**src/amc_serial.sv**
```systemverilog
// Constants for the operating mode sequencer, and the serial result shifter.
// Assumes a single pclk domain; the serial clock arrives from an outside host.
package amc_pkg;

  // ----------------------------------------------------------------------
  // Register offsets (byte addresses on APB)
  // ----------------------------------------------------------------------
  localparam logic [7:0] ADDR_CTRL = 8'h00;
  localparam logic [7:0] ADDR_STATUS = 8'h04;
  localparam logic [7:0] ADDR_DATA = 8'h08;
  localparam logic [7:0] ADDR_CHAN = 8'h0C;
  localparam logic [7:0] ADDR_DIAG = 8'h10;
  localparam logic [7:0] ADDR_OFFS0 = 8'h20;

  // ----------------------------------------------------------------------
  // Control register fields
  // ----------------------------------------------------------------------
  localparam int MODE_LSB = 2;
  localparam int MODE_MSB = 5;
  localparam int REF_EN_BIT = 8;
  localparam int CONT_RD_BIT = 11;
  localparam int OSC_EN_BIT = 12;
  localparam int PSW_EN_BIT = 13;
  localparam int VBIAS_EN_BIT = 14;
  localparam int CLKSEL_EXT_BIT = 1;
  localparam logic [15:0] CTRL_WMASK = 16'h7BFF;
  localparam logic [15:0] CTRL_RST = 16'h0000;

  // Mode codes
  localparam logic [3:0] MODE_CONT = 4'h0;
  localparam logic [3:0] MODE_SINGLE = 4'h1;
  localparam logic [3:0] MODE_STBY = 4'h2;
  localparam logic [3:0] MODE_PDOWN = 4'h3;
  localparam logic [3:0] MODE_IDLE = 4'h4;
  localparam logic [3:0] MODE_ZCAL = 4'h5;

  // ----------------------------------------------------------------------
  // Reset values and widths
  // ----------------------------------------------------------------------
  localparam int RES_W = 24;
  localparam int NCH = 8;
  localparam logic [23:0] DATA_RST = 24'h00_0000;
  localparam logic [23:0] OFFS_RST = 24'h80_0000;
  localparam logic [7:0] CHAN_RST = 8'h01;
  localparam logic [7:0] DIAG_RST = 8'h00;
  localparam int DIAG_CLK_N = 5;

  // ----------------------------------------------------------------------
  // Timing
  // ----------------------------------------------------------------------
  localparam int CLK_HZ = 10000000;
  localparam int CLK_NS = 1000000000 / CLK_HZ;
  localparam int SETTLE_TIME_NS = 20000;
  localparam int ODR_TIME_NS = 5000;
  localparam int SETTLE_CYC = (SETTLE_TIME_NS + CLK_NS - 1) / CLK_NS;
  localparam int ODR_CYC = (ODR_TIME_NS + CLK_NS - 1) / CLK_NS;

  // Sequencer states
  typedef enum logic [5:0] {
    ST_IDLE = 6'h01,
    ST_SETTLE = 6'h02,
    ST_CONV = 6'h04,
    ST_STBY = 6'h08,
    ST_PDOWN = 6'h10,
    ST_CAL = 6'h20
  } amc_state_t;

endpackage

`timescale 1ns/100ps

// Shifts a stored result out on serial clock falling edges (idle high).
module amc_serial #(
  parameter int RES_W = 24
) (
  // Clock and reset
  input wire logic pclk,
  input wire logic presetn,
  // Serial pins
  input wire logic sclk_pin,
  output logic sdo,
  // Sequencer side
  input wire logic cont_read,
  input wire logic load,
  input wire logic [RES_W-1:0] load_data,
  input wire logic rdy_n,
  output logic read_done
);

  logic sclk_s1_r;
  logic sclk_s2_r;
  logic sclk_d_r;
  logic [RES_W-1:0] shreg_r;
  logic [4:0] bitcnt_r;
  logic busy_r;
  logic out_r;
  logic done_r;
  wire sclk_fall = sclk_d_r & ~sclk_s2_r;
  wire sclk_rise = ~sclk_d_r & sclk_s2_r;
  wire last_bit = bitcnt_r == 5'(RES_W - 1);

  // Two-stage synchroniser, then edge history
  always_ff @(posedge pclk or negedge presetn) begin
    if (!presetn) begin
      sclk_s1_r <= 1'b1;
      sclk_s2_r <= 1'b1;
      sclk_d_r <= 1'b1;
    end else begin
      sclk_s1_r <= sclk_pin;
      sclk_s2_r <= sclk_s1_r;
      sclk_d_r <= sclk_s2_r;
    end
  end

  // Load on each new result while continuous read is set; a fresh result overrides a half-read one
  always_ff @(posedge pclk or negedge presetn) begin
    if (!presetn) begin
      shreg_r <= '0;
      bitcnt_r <= 5'h00;
      busy_r <= 1'b0;
      out_r <= 1'b0;
      done_r <= 1'b0;
    end else begin
      done_r <= 1'b0;
      if (load && cont_read) begin
        shreg_r <= load_data;
        bitcnt_r <= 5'h00;
        busy_r <= 1'b1;
        out_r <= 1'b0;
      end else if (busy_r) begin
        if (sclk_fall) begin
          out_r <= shreg_r[RES_W-1];
          shreg_r <= {shreg_r[RES_W-2:0], 1'b0};
        end
        if (sclk_rise) begin
          bitcnt_r <= bitcnt_r + 5'h01;
          busy_r <= ~last_bit;
          done_r <= last_bit;
        end
      end
    end
  end

  // Pin shows ready state between words
  assign sdo = busy_r ? out_r : rdy_n;
  assign read_done = done_r;

endmodule // amc_serial

```
**src/amc_ctrl.sv**
```systemverilog
// Operating mode sequencer of a sigma-delta converter with APB registers.
// Assumes filter output adc_sample is synchronous to pclk; sclk is not.
//
// Our own choices: the register addresses and the APB slave port.
`timescale 1ns/100ps

// Operation
// - Mode taken from control bits five to two
// - Code 0000 converts continuously into data register
// - Ready goes low per finished conversion
// - Continuous read shifts results out on clocks
// - First result only after full settling time
// - Later results at output data rate
// - Single conversion stores, readies, returns to standby
// - Single result and ready held until read
// - Data register read releases ready high
// - Standby powers down all but regulators
// - Standby allows reference, oscillator, switch, bias control
// - Enabled diagnostics keep running in standby, except clocked ones (bits 4:0), held off
// - Clocked diagnostics enabled in standby stay off
// - Power-down shuts off all circuitry and regulators
// - Power-down loses registers, reads reset values
// - Idle holds filter and modulator in reset
// - Code 0101 shorts input, measures offset
// - Calibration raises ready, lowers it when done
// - Finished calibration switches mode to idle
// - Offset stored for the selected channel
// - Zero-scale calibration lasts one settling period
module amc_ctrl #(
  parameter int SETTLE_CYC = amc_pkg::SETTLE_CYC,
  parameter int ODR_CYC = amc_pkg::ODR_CYC
) (
  // Clock and reset
  input wire logic pclk,
  input wire logic presetn,
  // APB slave
  input wire logic psel,
  input wire logic penable,
  input wire logic pwrite,
  input wire logic [7:0] paddr,
  input wire logic [31:0] pwdata,
  output logic [31:0] prdata,
  output logic pready,
  output logic pslverr,
  // Serial pins
  input wire logic sclk_pin,
  output logic sdo,
  output logic rdy_n,
  // Filter result
  input wire logic [23:0] adc_sample,
  // Analog power and control
  output logic ldo_en,
  output logic clk_en,
  output logic osc_en,
  output logic ref_en,
  output logic psw_en,
  output logic vbias_en,
  output logic mod_rst,
  output logic mod_clk_en,
  output logic in_short,
  output logic [7:0] diag_run
);

  localparam int SETTLE_M1 = SETTLE_CYC - 1;
  localparam int ODR_M1 = ODR_CYC - 1;
  localparam logic [15:0] SETTLE_LAST = 16'(SETTLE_CYC - 1);
  localparam logic [15:0] ODR_LAST = 16'(ODR_CYC - 1);
  localparam int DCN = amc_pkg::DIAG_CLK_N;

  logic [15:0] ctrl_r;
  logic [7:0] chan_r;
  logic [7:0] diag_r;
  logic [DCN-1:0] arm_r;
  logic [23:0] data_r;
  logic [23:0] offs_r [amc_pkg::NCH];
  logic rdy_n_r;
  logic [31:0] prdata_r;
  logic [15:0] cnt_r;
  logic [15:0] cnt_nxt;
  amc_pkg::amc_state_t state_r;
  amc_pkg::amc_state_t st_nxt;
  logic conv_done;
  logic cal_done;
  logic ser_done;

  // ----------------------------------------------------------------------
  // APB decode
  // ----------------------------------------------------------------------
  wire acc = psel & penable;
  wire wr_acc = acc & pwrite;
  wire rd_acc = acc & ~pwrite;
  wire sel_ctrl = paddr == amc_pkg::ADDR_CTRL;
  wire sel_stat = paddr == amc_pkg::ADDR_STATUS;
  wire sel_data = paddr == amc_pkg::ADDR_DATA;
  wire sel_chan = paddr == amc_pkg::ADDR_CHAN;
  wire sel_diag = paddr == amc_pkg::ADDR_DIAG;
  wire sel_offs = (paddr[7:5] == amc_pkg::ADDR_OFFS0[7:5])
                  && (paddr[1:0] == 2'b00);
  wire [2:0] off_idx = paddr[4:2];
  wire mapped = sel_ctrl | sel_stat | sel_data | sel_chan | sel_diag
                | sel_offs;
  wire wr_ctrl = wr_acc & sel_ctrl;
  wire wr_chan = wr_acc & sel_chan;
  wire wr_diag = wr_acc & sel_diag;
  wire wr_offs = wr_acc & sel_offs;
  wire data_read = rd_acc & sel_data;

  // ----------------------------------------------------------------------
  // Mode and derived conditions
  // ----------------------------------------------------------------------
  wire [3:0] mode = ctrl_r[amc_pkg::MODE_MSB:amc_pkg::MODE_LSB];
  wire [3:0] mode_new = wr_ctrl
                        ? pwdata[amc_pkg::MODE_MSB:amc_pkg::MODE_LSB]
                        : mode;
  wire pd = mode == amc_pkg::MODE_PDOWN;
  wire pd_wr = pd | (mode_new == amc_pkg::MODE_PDOWN);
  // Channel or mode writes count as reconfiguration
  wire restart = wr_ctrl | wr_chan;
  wire cal_start = restart & (mode_new == amc_pkg::MODE_ZCAL);
  wire st_conv = (state_r == amc_pkg::ST_SETTLE)
                 | (state_r == amc_pkg::ST_CONV);
  wire mclk_on = st_conv | (state_r == amc_pkg::ST_IDLE)
                 | (state_r == amc_pkg::ST_CAL);
  // Clocked diagnostics arm only in continuous or idle mode
  wire mclk_ok = (st_conv & (mode == amc_pkg::MODE_CONT))
                 | (state_r == amc_pkg::ST_IDLE);
  wire single_end = conv_done & (state_r == amc_pkg::ST_SETTLE)
                    & (mode == amc_pkg::MODE_SINGLE);
  wire [31:0] status_w = {18'h0_0000, state_r, mode, 3'h0, rdy_n_r};

  // Lowest enabled channel; host enables just one for calibration
  function automatic logic [2:0] first_ch(input logic [7:0] m);
    logic [2:0] r;
    r = 3'h0;
    for (int i = 7; i >= 0; i--) begin
      if (m[i]) begin
        r = 3'(i);
      end
    end
    return r;
  endfunction

  wire [2:0] cal_ch = first_ch(chan_r);

  // Entry state of each mode code; reserved codes park in idle
  function automatic amc_pkg::amc_state_t entry_st(input logic [3:0] m);
    amc_pkg::amc_state_t s;
    case (m)
      amc_pkg::MODE_CONT: s = amc_pkg::ST_SETTLE;
      amc_pkg::MODE_SINGLE: s = amc_pkg::ST_SETTLE;
      amc_pkg::MODE_STBY: s = amc_pkg::ST_STBY;
      amc_pkg::MODE_PDOWN: s = amc_pkg::ST_PDOWN;
      amc_pkg::MODE_ZCAL: s = amc_pkg::ST_CAL;
      default: s = amc_pkg::ST_IDLE;
    endcase
    return s;
  endfunction

  // ----------------------------------------------------------------------
  // Sequencer
  // ----------------------------------------------------------------------
  // Every (re)entry starts a fresh settling period, never a partial one
  always_comb begin
    st_nxt = state_r;
    cnt_nxt = cnt_r + 16'h0001;
    conv_done = 1'b0;
    cal_done = 1'b0;
    if (restart) begin
      st_nxt = entry_st(mode_new);
      cnt_nxt = 16'h0000;
    end else begin
      case (state_r)
        amc_pkg::ST_SETTLE: begin
          if (cnt_r == SETTLE_LAST) begin
            conv_done = 1'b1;
            cnt_nxt = 16'h0000;
            st_nxt = (mode == amc_pkg::MODE_SINGLE)
                     ? amc_pkg::ST_STBY : amc_pkg::ST_CONV;
          end
        end
        amc_pkg::ST_CONV: begin
          if (cnt_r == ODR_LAST) begin
            conv_done = 1'b1;
            cnt_nxt = 16'h0000;
          end
        end
        amc_pkg::ST_CAL: begin
          if (cnt_r == SETTLE_LAST) begin
            cal_done = 1'b1;
            cnt_nxt = 16'h0000;
            st_nxt = amc_pkg::ST_IDLE;
          end
        end
        default: begin
          cnt_nxt = 16'h0000;
        end
      endcase
    end
  end

  // Reset starts the default continuous mode, settling first
  always_ff @(posedge pclk or negedge presetn) begin
    if (!presetn) begin
      state_r <= amc_pkg::ST_SETTLE;
      cnt_r <= 16'h0000;
    end else begin
      state_r <= st_nxt;
      cnt_r <= cnt_nxt;
    end
  end

  // ----------------------------------------------------------------------
  // Registers
  // ----------------------------------------------------------------------
  // Power-down keeps only the mode field, so leaving it shows reset values
  always_ff @(posedge pclk or negedge presetn) begin
    if (!presetn) begin
      ctrl_r <= amc_pkg::CTRL_RST;
    end else if (wr_ctrl && pd_wr) begin
      ctrl_r <= amc_pkg::CTRL_RST;
      ctrl_r[amc_pkg::MODE_MSB:amc_pkg::MODE_LSB] <= mode_new;
    end else if (wr_ctrl) begin
      ctrl_r <= pwdata[15:0] & amc_pkg::CTRL_WMASK;
    end else if (single_end) begin
      ctrl_r[amc_pkg::MODE_MSB:amc_pkg::MODE_LSB] <= amc_pkg::MODE_STBY;
    end else if (cal_done) begin
      ctrl_r[amc_pkg::MODE_MSB:amc_pkg::MODE_LSB] <= amc_pkg::MODE_IDLE;
    end
  end

  // Channel, diagnostic and result registers; cleared throughout power-down
  always_ff @(posedge pclk or negedge presetn) begin
    if (!presetn) begin
      chan_r <= amc_pkg::CHAN_RST;
      diag_r <= amc_pkg::DIAG_RST;
      arm_r <= '0;
      data_r <= amc_pkg::DATA_RST;
    end else if (pd) begin
      chan_r <= amc_pkg::CHAN_RST;
      diag_r <= amc_pkg::DIAG_RST;
      arm_r <= '0;
      data_r <= amc_pkg::DATA_RST;
    end else begin
      if (wr_chan) begin
        chan_r <= pwdata[7:0];
      end
      if (wr_diag) begin
        diag_r <= pwdata[7:0];
        arm_r <= mclk_ok ? pwdata[DCN-1:0] : arm_r & pwdata[DCN-1:0];
      end else if (mclk_ok) begin
        arm_r <= diag_r[DCN-1:0];
      end
      if (conv_done) begin
        data_r <= adc_sample;
      end
    end
  end

  // Offset registers, one per channel
  for (genvar g = 0; g < amc_pkg::NCH; g++) begin : g_offs
    always_ff @(posedge pclk or negedge presetn) begin
      if (!presetn) begin
        offs_r[g] <= amc_pkg::OFFS_RST;
      end else if (pd) begin
        offs_r[g] <= amc_pkg::OFFS_RST;
      end else if (cal_done && cal_ch == 3'(g)) begin
        offs_r[g] <= adc_sample;
      end else if (wr_offs && off_idx == 3'(g)) begin
        offs_r[g] <= pwdata[23:0];
      end
    end
  end

  // Ready flag: a finishing conversion wins over a read in the same cycle
  always_ff @(posedge pclk or negedge presetn) begin
    if (!presetn) begin
      rdy_n_r <= 1'b1;
    end else if (conv_done || cal_done) begin
      rdy_n_r <= 1'b0;
    end else if (cal_start || pd) begin
      rdy_n_r <= 1'b1;
    end else if (data_read || ser_done) begin
      rdy_n_r <= 1'b1;
    end
  end

  // Read data captured in the setup phase, answered with no wait state
  always_ff @(posedge pclk or negedge presetn) begin
    if (!presetn) begin
      prdata_r <= 32'h0000_0000;
    end else if (psel && !penable && !pwrite) begin
      prdata_r <= sel_ctrl ? {16'h0000, ctrl_r}
                : sel_stat ? status_w
                : sel_data ? {8'h00, data_r}
                : sel_chan ? {24'h00_0000, chan_r}
                : sel_diag ? {24'h00_0000, diag_r}
                : sel_offs ? {8'h00, offs_r[off_idx]}
                : 32'h0000_0000;
    end
  end

  assign prdata = prdata_r;
  assign pready = 1'b1;
  assign pslverr = acc & ~mapped;

  // ----------------------------------------------------------------------
  // Serial result output
  // ----------------------------------------------------------------------
  amc_serial #(
    .RES_W(amc_pkg::RES_W)
  ) u_serial (
    .pclk(pclk),
    .presetn(presetn),
    .sclk_pin(sclk_pin),
    .sdo(sdo),
    .cont_read(ctrl_r[amc_pkg::CONT_RD_BIT]),
    .load(conv_done),
    .load_data(adc_sample),
    .rdy_n(rdy_n_r),
    .read_done(ser_done)
  );

  // ----------------------------------------------------------------------
  // Power and analog controls
  // ----------------------------------------------------------------------
  // Standby keeps only regulators plus the software-chosen helpers
  assign ldo_en = ~pd;
  assign osc_en = ~pd & ~ctrl_r[amc_pkg::CLKSEL_EXT_BIT]
                  & (mclk_on | ctrl_r[amc_pkg::OSC_EN_BIT]);
  assign clk_en = ~pd & (mclk_on | ctrl_r[amc_pkg::OSC_EN_BIT]);
  assign ref_en = ctrl_r[amc_pkg::REF_EN_BIT];
  assign psw_en = ctrl_r[amc_pkg::PSW_EN_BIT];
  assign vbias_en = ctrl_r[amc_pkg::VBIAS_EN_BIT];
  assign mod_rst = ~st_conv & (state_r != amc_pkg::ST_CAL);
  assign mod_clk_en = mclk_on;
  assign in_short = state_r == amc_pkg::ST_CAL;
  assign rdy_n = rdy_n_r;
  // Clocked checks need the master clock and arming in a clocked mode
  assign diag_run = {diag_r[7:DCN],
                     diag_r[DCN-1:0] & arm_r & {DCN{mclk_on}}};
endmodule // amc_ctrl

```
**config.mk**
```make
export PLATFORM = sky130hd
export DESIGN_NAME = amc_ctrl
export DESIGN_NICKNAME = d
export VERILOG_FILES = /design/src/amc_serial.sv /design/src/amc_ctrl.sv
export SDC_FILE = /design/constraint.sdc
export NUM_CORES = 1
export LEC_CHECK = 0
export ABC_CLOCK_PERIOD_IN_PS = 2650
export BUFFER_PORTS_ARGS = -buffer_cell sky130_fd_sc_hd__buf_2
export CORE_ASPECT_RATIO = 1.4
export CORE_MARGIN = 8
export CORE_UTILIZATION = 30
export DETAILED_ROUTE_END_ITERATION = 8
export GPL_ROUTABILITY_DRIVEN = 0
export HOLD_SLACK_MARGIN = 0.06
export PLACE_DENSITY_LB_ADDON = 0.15
export SLEW_MARGIN = 10
export SYNTH_ARGS = -nofsm -noshare
export SYNTH_HDL_FRONTEND = slang
export SYNTH_HIERARCHICAL = 1
export SYNTH_SLANG_ARGS = --single-unit
```
**constraint.sdc**
```tcl
create_clock -name pclk -period 2.65 [get_ports pclk]
set_input_delay 0.265 -clock pclk [delete_from_list [all_inputs] [get_ports pclk]]
set_output_delay 0.265 -clock pclk [all_outputs]
set_load 0.02 [all_outputs]
```
After elaboration in Yosys (flattened, before gate mapping)
Cells that the tools add are included.

$add $sub $neg: 2. Multiply operators: 0. Divide/modulo/power cells: 0. $lt $le $gt $ge: 1. Equal/unequal tests: 35. Shift-type cells: 0. Muxes and demuxes: 93. Bitwise gates (word level): 43. Reduce and logical (&&, ||, !) cells: 56.

Operators by type and width (number): $mux 24 (37); $bmux 24 s3 (1); $mux 16 (4); $mux 5 (7); $reduce_bool 3->1 (11); $mux 8 (4); $pmux 16 s2 (1); $eq 3x3->1 const B (8); $mux 3 (8); $pmux 6 s4 (1); $logic_and 1x1->1 (21); $mux 4 (5); $and 1x1->1 (19); $mux 1 (18); $mux 6 (3); $add 16x1->16 const B (1); $eq 16x6->1 const B (1); $eq 16x8->1 const B (1); $eq 8x4->1 const B (2); $and 5x5->5 (3); $reduce_bool 2->1 (7); $eq 3x2->1 const B (4); $eq 4x2->1 const B (3); $or 1x1->1 (12); 31 further kinds (48).

Flip-flop bits (word level): 343. Latch bits: 0. Bits in writable memories: 0. ROM bits: 0. Bits of input ports: 70. Output and inout bits: 53. Word-level logic and storage cells: 256. Memories: 0.

Longest topological paths before layout
Gate-level depths: netlist of run 1.

Depth in word-level cells: 12. Mapped depth: 10.

Cells and area by module
The synthesis of run 1 kept the hierarchy.

By module, submodules not included: amc_ctrl (times used 1, cells an instance 1622, area an instance 17466.8 um^2, seq. area each 7470.9 um^2); amc_serial (times used 1, cells an instance 172, area an instance 1627.8 um^2, seq. area each 879.6 um^2).

Least setup slack after synthesis of run 1
OpenSTA, ideal clock, no wires.

Path type: flip-flop to flip-flop. From: reg chan_r[4]. To: reg offs_r[151] (netlist name). Library setup time: 150 ps. Arrival time: 2228 ps. Data required time: 2500 ps. Path slack: 272 ps. Stages on the path, launching flop included: 8. Path buffers: 2. Cells stage by stage: dfrtp_1 -> or4_4 -> a2111o_1 -> or4_4 -> buf_6 -> buf_2 -> nor2_1 -> a211oi_2.

Longest elaborated chain between the ends: 9. Elaborated cells between the ends (all ways): 10. Those cells by class: 1 x eq/ne; 7 x mux; 2 x reduce/logical.

RTL lines: start, declared (RTL line amc_ctrl.sv:71) `logic [7:0] chan_r;`; start signal, assigned (RTL line amc_ctrl.sv:234) `chan_r <= amc_pkg::CHAN_RST;`; start signal, assigned (RTL line amc_ctrl.sv:239) `chan_r <= amc_pkg::CHAN_RST;`; start signal, assigned (RTL line amc_ctrl.sv:245) `chan_r <= pwdata[7:0];`; $mux 3 * (5 in series) (RTL line amc_ctrl.sv:136) `if (m[i]) begin`; $eq 3x1->1 * (RTL line amc_ctrl.sv:266) `end else if (cal_done && cal_ch == 3'(g)) begin`; $logic_and 1x1->1 * (RTL line amc_ctrl.sv:266); $mux 24 (RTL line amc_ctrl.sv:266); $mux 24 (RTL line amc_ctrl.sv:264) `end else if (pd) begin`; end signal, assigned by index (RTL line amc_ctrl.sv:263) `offs_r[g] <= amc_pkg::OFFS_RST;`; end signal, assigned by index (RTL line amc_ctrl.sv:265) `offs_r[g] <= amc_pkg::OFFS_RST;`; end signal, assigned by index (RTL line amc_ctrl.sv:267) `offs_r[g] <= adc_sample;`; end, declared (RTL line amc_ctrl.sv:75) `logic [23:0] offs_r [amc_pkg::NCH];`.

Every way passes the cells marked *; elsewhere a longest branch is shown, timed or not. A chain may end at the register's enable or synchronous reset.

Final worst setup path of run 1
From: reg state_r[1]. To: out osc_en.

Longest elaborated chain between the ends: 6. Elaborated cells between the ends (all ways): 9. Those cells by class: 4 x eq/ne; 5 x bitwise.

RTL lines: start, declared (RTL line amc_ctrl.sv:80) `amc_pkg::amc_state_t state_r;`; start signal, assigned (RTL line amc_ctrl.sv:204) `state_r <= amc_pkg::ST_SETTLE;`; start signal, assigned (RTL line amc_ctrl.sv:207) `state_r <= st_nxt;`; $eq 6x2->1 or $eq 6x3->1 (tied branches) (RTL line amc_ctrl.sv:120, amc_ctrl.sv:121); $or 1x1->1 (RTL line amc_ctrl.sv:121) `| (state_r == amc_pkg::ST_CONV);`; $or 1x1->1 (RTL line amc_ctrl.sv:122) `wire mclk_on = st_conv | (state_r == amc_pkg::ST_IDLE)`; $or 1x1->1 * (RTL line amc_ctrl.sv:123) `| (state_r == amc_pkg::ST_CAL);`; $or 1x1->1 * (RTL line amc_ctrl.sv:329) `& (mclk_on | ctrl_r[amc_pkg::OSC_EN_BIT]);`; $and 1x1->1 * (RTL line amc_ctrl.sv:329); end, declared (RTL line amc_ctrl.sv:54) `output logic osc_en,`.

Marked as above.

==> impl_summary.md, run 1 <==
Place
Summed over all nets, the half-perimeter wirelength after detailed placement is 44800 µm. The setup slack after placement is 88.83 ps. The cell count after placement is 2681. During placement, the flow inserted port buffers numbering 105.

Global route
The via count of the first global-routing pass is 15.31k. The global-route wire length before repair is 104600 µm. The number of antenna violations at the first check in global routing is 7. Across every metal layer, demand over resource in global routing totals 0.1901. The largest net degree at the start of global routing is 72.

The total grt overflow is 0.

CTS
The cell chosen for the clock root is sky130_fd_sc_hd__clkbuf_16. In this run the number of H-tree levels came out at 2. The clock net in this run drives a total of 333 sinks.

No sink is reached through more buffers than the 3 on the longest clock path. The number of buffers created by CTS is 39. Clock-pin slew was measured on the worst setup and hold paths at 60 ps. TritonCTS built the clock tree. The latest clock arrival within the worst-skew pair is 560 ps.

Synthesis
A synthesized cell averages 10.64 µm². The sequential share of the synthesized area is 0.4373. Yosys printed 6 warnings. After synthesis, the share of flip-flops with an asynchronous set or reset is 1.000. In the synthesized netlist, the number of instances is 1794. The largest area contributor in the netlist is sky130_fd_sc_hd__dfrtp_1. For this run, the leading register cell type out of synthesis is sky130_fd_sc_hd__dfrtp_1. The share of synthesized area in the top cell type comes to 0.4181. The area of the mapped netlist is 0.01909 mm². The number of synthesized flops with an enable pin is 0.

The number of flip-flops and latches in the synthesized netlist is 333. The count of unique library cells instantiated by Yosys is 80. Sorting the synthesized cells by area gives the leading types as sky130_fd_sc_hd__dfrtp_1 (42%), sky130_fd_sc_hd__mux2i_1 (13%), sky130_fd_sc_hd__mux2_2 (8.4%).

Floorplan
The floorplan core area is 0.06301 mm². The floorplan has 109 rows. The overall die area is 0.07209 mm². The number of primary I/O pins is 123.

Measured along the y axis, the die boundary spans 314.5 µm. The initial utilization of the core area, before any placement, comes to 0.3031. The die is 229.2 µm wide.

Power and ir drop
The worst voltage drop across the vdd grid is 0.4048 mV. Summed over all cells, the static leakage comes to 11.40 nW. Dividing total power by cell area gives a power density of 547.8 mW/mm².

Worst setup path
At the worst endpoint, the arrival time is 2290 ps. The signal on the critical path passes through or3b_4 -> o21ai_1 -> o211a_2 -> buf_12 -> nor2_2 -> nor3_2 -> buf_4. Along the worst path, the maximum fanout reaches 7.

The worst path required time is 2380 ps. The delay of the slowest cell on the worst path is 540 ps. The worst setup path is launched from a flop. STA classifies the critical path endpoint as an output port. The slowest stage of the critical path is the sky130_fd_sc_hd__dfstp_2 cell. The critical path is of the flop to output port type.

Run
Across the run, the number of max-cap violations was 0.

Route
Wires add up to 69220 µm. The via count of the routed design is 14.66k. The first detailed-routing pass ran for 4 iterations. The post-detailed-route wirelength per cell is 24.87 µm. After detailed routing, the number of vias per cell comes to 5.267. The remaining antenna violation count is 0. The remaining routing DRC violations is 0. The detailed router finished its first iteration with 1007 violations.

STA
The final count of negative-setup-slack endpoints is 0. Once routing completed, OpenROAD measured the worst setup slack at 94.92 ps. For the finished layout, the period the worst path requires is 2555 ps. The transition time at the pin with the least slew margin is 706.8 ps. The worst pin sits at a relative slew slack of 0.5288. The highest attainable clock frequency is 0.3914 GHz. For the final database, setup skew stands at 16.01 ps.

The hold violation count in the final report is 0. In the finished design, the share of the clock period the worst path needs comes to 0.9642. The count of final max-slew check failures came to 0.

Final layout
The number of fillers in the final layout is 6305. The share of final-layout standard cells stronger than drive strength 1 is 0.2868. The net count of the finished layout is 1992.

Relative to the synthesized area, the layout overhead comes to 18.80%. The count of non-filler cells in the finished layout is 2783.

Run status
The flow ran to the end, and the final reports show no timing, DRC or antenna violations.

Hold path
The path class of the lowest-slack min-delay path is primary input to flop.
-- cell usage after synthesis, drive strengths merged, types with 4 or more instances --
cell and n:
nand3 16, o22ai 10, xor2 12, nand2 276, o21a 5, or3 4, nor4 9, or4 6
a22o 12, a31oi 6, nor4bb 5, and2 8, mux2 153, nand4 13, buf 81, dfrtp 319
clkbuf 80, nor2 155, a22oi 4, o221a 7, dfstp 14, nand2b 4, and3 19, nor2b 12
mux4 48, and4 6, o21ai 26, nor3 13, a21oi 106, a211oi 47, or2 4, a221oi 4
mux2i 255, xnor2 7, inv 8
-- area by class of cell --
type / count / area (µm²) / area share
Multi-Input combinational cell: 1299 / 9970 / 0.4395
Inverter: 8 / 35.03 / 0.001544
Antenna cell: 2 / 5.005 / 0.0002206
Tap cell: 832 / 1041 / 0.04589
Sequential cell: 333 / 8352 / 0.3682
Timing Repair Buffer: 238 / 2022 / 0.08913
Clock inverter: 12 / 98.84 / 0.004357
Clock buffer: 59 / 1161 / 0.05119
-- worst max-delay path: cells and delay by family (launching register included) --
family / cells / cell delay (ps)
buffers and inverters: 2 / 290
flip-flops: 1 / 540
AND/OR/NAND/NOR: 3 / 610
AO/OA/AOI/OAI: 2 / 290
-- what timing repair did --
action,CTS,global route
pin swaps,2,2
buffers inserted,2,1
hold buffers,26,0
resized for setup,7,3
endpoints found under the setup margin,8,38
hold endpoints to repair,118,0
-- per-layer routing --
layer,up-vias,part of all wire,wire [µm],GRT usage
li1,6663,-,-,-
met1,7539,0.43,29810,0.2439
met2,363,0.50,34700,0.3285
met3,90,0.044,3040,0.03146
met4,4,0.024,1638,0.05108
met5,-,0.00039,27,0
-- registers in the layout (all words and copies together), names as in the netlist, 5 cells and up --
name / cells
prdata: 24
cnt_r: 16
diag_r: 8
arm_r: 5
ctrl_r: 14
chan_r: 8
u_serial/shreg_r: 24
u_serial/bitcnt_r: 5
data_r: 24
state_r: 6
offs_r: 192
-- report_power, final --
part / switching [mW] / internal, mW / total (mW)
Clock: 2.31 / 3.13 / 5.44
Sequential: 0.199 / 5.36 / 5.56
Combinational: 0.836 / 0.590 / 1.43
Total: 3.35 / 9.08 / 12.4
-- final timing paths --
path                                    start                   end  slack (ps)  cells after the start
max                                state_r[1]                osc_en          90                      7
min                            adc_sample[16]  u_serial/shreg_r[16]          80                      3
max reg2reg                         cnt_r[10]            offs_r[55]         130                      7
min reg2reg                u_serial/sclk_s1_r    u_serial/sclk_s2_r         350                      0
max in group asynchronous             presetn            offs_r[83]        1460                      3
min in group asynchronous             presetn            offs_r[73]         320                      2
-- cell families (layout without fill, tap and decap cells) --
group	after synthesis	in the layout	synth area share
AO/OA/AOI/OAI	249	249	0.09036
XOR/XNOR	19	19	0.008715
AND/OR/NAND/NOR	563	563	0.1341
adder cells (fa/ha/maj)	3	3	0.001966
buffers and inverters	169	317	0.04462
other	2	11	0.0003933
flip-flops	333	333	0.4373
multiplexers	456	456	0.2825
-- cells in the final DEF (no fill, tap or decap), types with 27 or more instances in the layout --
| cell | instances |
|---|---|
| sky130_fd_sc_hd__a21oi_1 | 97 |
| sky130_fd_sc_hd__buf_4 | 78 |
| sky130_fd_sc_hd__buf_2 | 100 |
| sky130_fd_sc_hd__clkbuf_16 | 39 |
| sky130_fd_sc_hd__dfrtp_1 | 318 |
| sky130_fd_sc_hd__mux2i_1 | 255 |
| sky130_fd_sc_hd__buf_12 | 33 |
| sky130_fd_sc_hd__mux4_2 | 48 |
| sky130_fd_sc_hd__a211oi_1 | 27 |
| sky130_fd_sc_hd__nand2_1 | 272 |
| sky130_fd_sc_hd__nor2_1 | 154 |
| sky130_fd_sc_hd__mux2_2 | 142 |
-- stage by stage --
stage                     utilization  setup TNS [ps]  hold WS (ps)  total power, mW  cell area, µm²
after CTS                      0.3596               0         60.59            12.60           22660
after floorplan                     -               0        -30.59            6.389           19120
after detailed placement       0.3349               0         328.6            7.037           21100
final                          0.3600               0         79.52            12.43           22680
after global placement         0.3349               0         325.7            7.018           21100
after global routing           0.3599          -177.6         66.97            12.97           22680
No activity file was read; power rests on OpenSTA's default activity.
==> inputs of run 2 (changes only) <==
- CORE_MARGIN: 8 -> 2
==> impl_summary.md, run 2 (same netlist as run 1, synthesis figures left out) <==
Final layout
The flip-flop and latch area is 0.008352 mm² (unchanged). The combined area of the multi-input logic cells is 0.01002 mm² (+0.51%). The final design area excluding fillers is 0.02283 mm² (+0.66%). The top cell types in the final layout, fill and taps aside, are sky130_fd_sc_hd__dfrtp_1 (318), sky130_fd_sc_hd__nand2_1 (272), sky130_fd_sc_hd__mux2i_1 (255). The total number of nets in the final design is 2005 (+0.65%). The number of fillers in the final layout is 6277 (-0.44%). Compared with the post-synthesis result, the final layout area differs by 19.59%. The most frequent standard cell in the layout excluding fill and tap cells is sky130_fd_sc_hd__dfrtp_1. The share of final-layout standard cells stronger than drive strength 1 is 0.2918 (+0.005023). The register with the highest flop count is offs_r. The utilization of the core after routing is 0.3624 (+0.002383). The flip-flop count of the largest register, all copies and words added came to 192 (unchanged).

Floorplan
The die height is 302.5 µm (-3.8%). The number of primary I/O pins was 123 (unchanged). The floorplan core area is 0.06301 mm² (unchanged).

The initial cell density of the core was 0.3031 (unchanged). The overall die area is 0.06571 mm² (-8.9%). The placement row count came to 109 (unchanged). The die width is 217.2 µm (-5.2%).

Worst setup path
Traced cell by cell, the critical path runs through or4_4 -> a2111o_1 -> or4_4 -> buf_16 -> nor2_1 -> a211oi_2. The largest individual stage delay along the critical path comes from the cell sky130_fd_sc_hd__or4_4. The cell type group with the largest total delay on the critical path is simple AND/OR/NAND/NOR gates. The startpoint-to-endpoint class of the critical path is flop to flop. The startpoint type of the worst setup path is a flop.

The delay of the slowest cell on the worst path is 580 ps (+40 ps). The data arrival time of the worst path came to 2990 ps (+700 ps). STA classifies the critical path endpoint as a flop. The most numerous cell on the critical path is sky130_fd_sc_hd__or4_4. The total buffers and inverters traversed by the critical path is 1 (-1). The worst path required time was 3070 ps (+690 ps). The largest fanout on the critical path is 24 (+17).

Place
The post-detailed-placement half-perimeter wirelength is 44970 µm (+0.38%). The number of port buffers was 105 (unchanged). The cell area after placement is 0.02118 mm² (+0.36%).

Route
The post-detailed-route wirelength per cell was 25.18 µm (+1.2%). The ratio of routed vias to standard cells came to 5.285 (+0.33%). The first-pass detailed-route iteration total is 5 (+1). The via count of the routed design is 14.78k (+0.80%). The remaining routing DRC violations is 0 (unchanged).

The remaining antenna violation count is 0 (unchanged). The initial detailed-routing violation count is 999 (-0.79%). The total routed wirelength came to 70390 µm (+1.7%).

STA
The headroom to the max-slew limit was 0.4445 (-0.08427). The post-route clock period utilization is 0.9690 (+0.004853). Setup repair after global routing could not meet its margin everywhere. The shortest period the worst path allows was 2568 ps (+12.86 ps).

The total negative slack for setup checks is 0 ps (unchanged). The final count of negative-setup-slack endpoints is 0 (unchanged). The transition time at the pin with the least slew margin is 833.2 ps (+126.4 ps). The worst-case hold slack was 77.22 ps (-2.298 ps). The final clock skew is 17.78 ps (+1.767 ps). The hold violation count in the final report came to 0 (unchanged). The count of final max-slew check failures came to 0 (unchanged). The highest attainable clock frequency is 0.3894 GHz (-0.50%).

CTS
The number of buffers created by CTS was 38 (-2.6%). The maximum buffer depth of the clock tree came to 3 (unchanged). The tree is rooted in a sky130_fd_sc_hd__clkbuf_16. The number of clock sinks seen by CTS came to 333 (unchanged). The total number of H-tree levels was 2 (unchanged). The clock tree from TritonCTS is done. The clock input transition at the sequential cells of the worst setup and hold paths was 60 ps (about the same). The latest clock arrival within the worst-skew pair is 570 ps (about the same).

Power and ir drop
The clock network fraction of total power is 0.427 (-0.011). The worst voltage drop across the vdd grid is 0.3576 mV (-12%). The power dissipated by switching net loads came to 3.322 mW (-0.81%).

The total power per unit cell area is 536.0 mW/mm² (-2.2%). The part of the power in registers is 0.454 (+0.007). The internal power consumption is 8.917 mW (-1.8%). The total power draw was 12.24 mW (-1.5%). The combinational fraction of design power is 0.119 (+0.004).

The leakage power is 11.42 nW (+0.17%). The net switching fraction of the power is 0.2714 (+0.001938).

Run status
The run finished with clean final reports.

Global route
The via count of the first global-routing pass is 15.50k (+1.3%). The largest net degree at the start of global routing came to 65 (-9.7%). The global routing usage summed across all routing layers is 0.2130 (+0.02286). The global-route wire length before repair is 104000 µm (-0.61%).

The number of antenna violations at the first check in global routing is 6 (-1). The total grt overflow was 0 (unchanged).

Run
The number of max-capacitance violations reported was 0 (unchanged).

Hold path
The tightest min-delay check is of the primary input to flop type.
[run 2: cell types whose count changed in the layout (fill, tap and decap cells not counted), moves of 2 or more]
cell | before | now
sky130_fd_sc_hd__buf_4 | 78 | 88
sky130_fd_sc_hd__buf_6 | 0 | 6
sky130_fd_sc_hd__and3_4 | 1 | 6
sky130_fd_sc_hd__and3_1 | 17 | 13
sky130_fd_sc_hd__clkbuf_1 | 9 | 13
sky130_fd_sc_hd__clkinv_2 | 7 | 3
sky130_fd_sc_hd__buf_2 | 100 | 97
sky130_fd_sc_hd__diode_2 | 2 | 4
[run 2: stage by stage]
stage	std cells	setup WS [ps]
2_1_floorplan	1801	272.4
4_1_cts	2787	4.436
5_1_grt	2795	-20.78
6_report	2796	82.06
3_3_place_gp	2691	27.62
3_5_place_dp	2691	-37.66
[run 2: path summary, 6_finish.rpt]
path / endpoint / cells past startpoint / start / slack, ps
setup / recovery: offs_r[161] / 6 / chan_r[4] / 80
setup reg to reg: offs_r[161] / 6 / chan_r[4] / 80
min in group asynchronous: arm_r[1] / 2 / presetn / 280
hold / removal: ctrl_r[9] / 2 / pwdata[9] / 80
hold reg to reg: u_serial/sclk_s2_r / 0 / u_serial/sclk_s1_r / 360
max in group asynchronous: chan_r[0] / 3 / presetn / 1560
[run 2: worst register-to-register path: stages (launching register included)]
cell and delay, ps:
sky130_fd_sc_hd__dfrtp_1 440, sky130_fd_sc_hd__or4_4 580, sky130_fd_sc_hd__a2111o_1 430, sky130_fd_sc_hd__or4_4 530, sky130_fd_sc_hd__buf_16 240, sky130_fd_sc_hd__nor2_1 160, sky130_fd_sc_hd__a211oi_2 60
[run 2: power by group through the flow]
stage	Combinational, mW	Clock [mW]	Sequential, mW
floorplan	0.767	0	5.62
global placement	1.38	0	5.63
detailed placement	1.39	0	5.64
CTS	1.45	5.37	5.55
global route	1.61	5.54	5.59
finish	1.46	5.22	5.55
[run 2: repair_timing]
action / in CTS / in global routing
buffers inserted: 2 / 3
hold endpoints to repair: 105 / 0
gates cloned: 0 / 2
endpoints found under the setup margin: 12 / 125
resized for setup: 21 / 8
pin swaps: 3 / 1
hold buffers: 26 / 0
[run 2: final cells by class]
class,instances,share of cell area
Antenna cell,4,0.0004384
Clock buffer,61,0.04981
Clock inverter,7,0.002466
Inverter,8,0.001534
Multi-Input combinational cell,1299,0.4389
Sequential cell,333,0.3658
Tap cell,832,0.04559
Timing Repair Buffer,252,0.09556
[run 2: layer usage]
metal / global-route usage / part of all wire / up-vias
li1: - / - / 6676
met5: 0 / 0 / -
met2: 0.3723 / 0.50 / 389
met4: 0.08562 / 0.042 / 0
met1: 0.2639 / 0.42 / 7580
met3: 0.03058 / 0.042 / 131
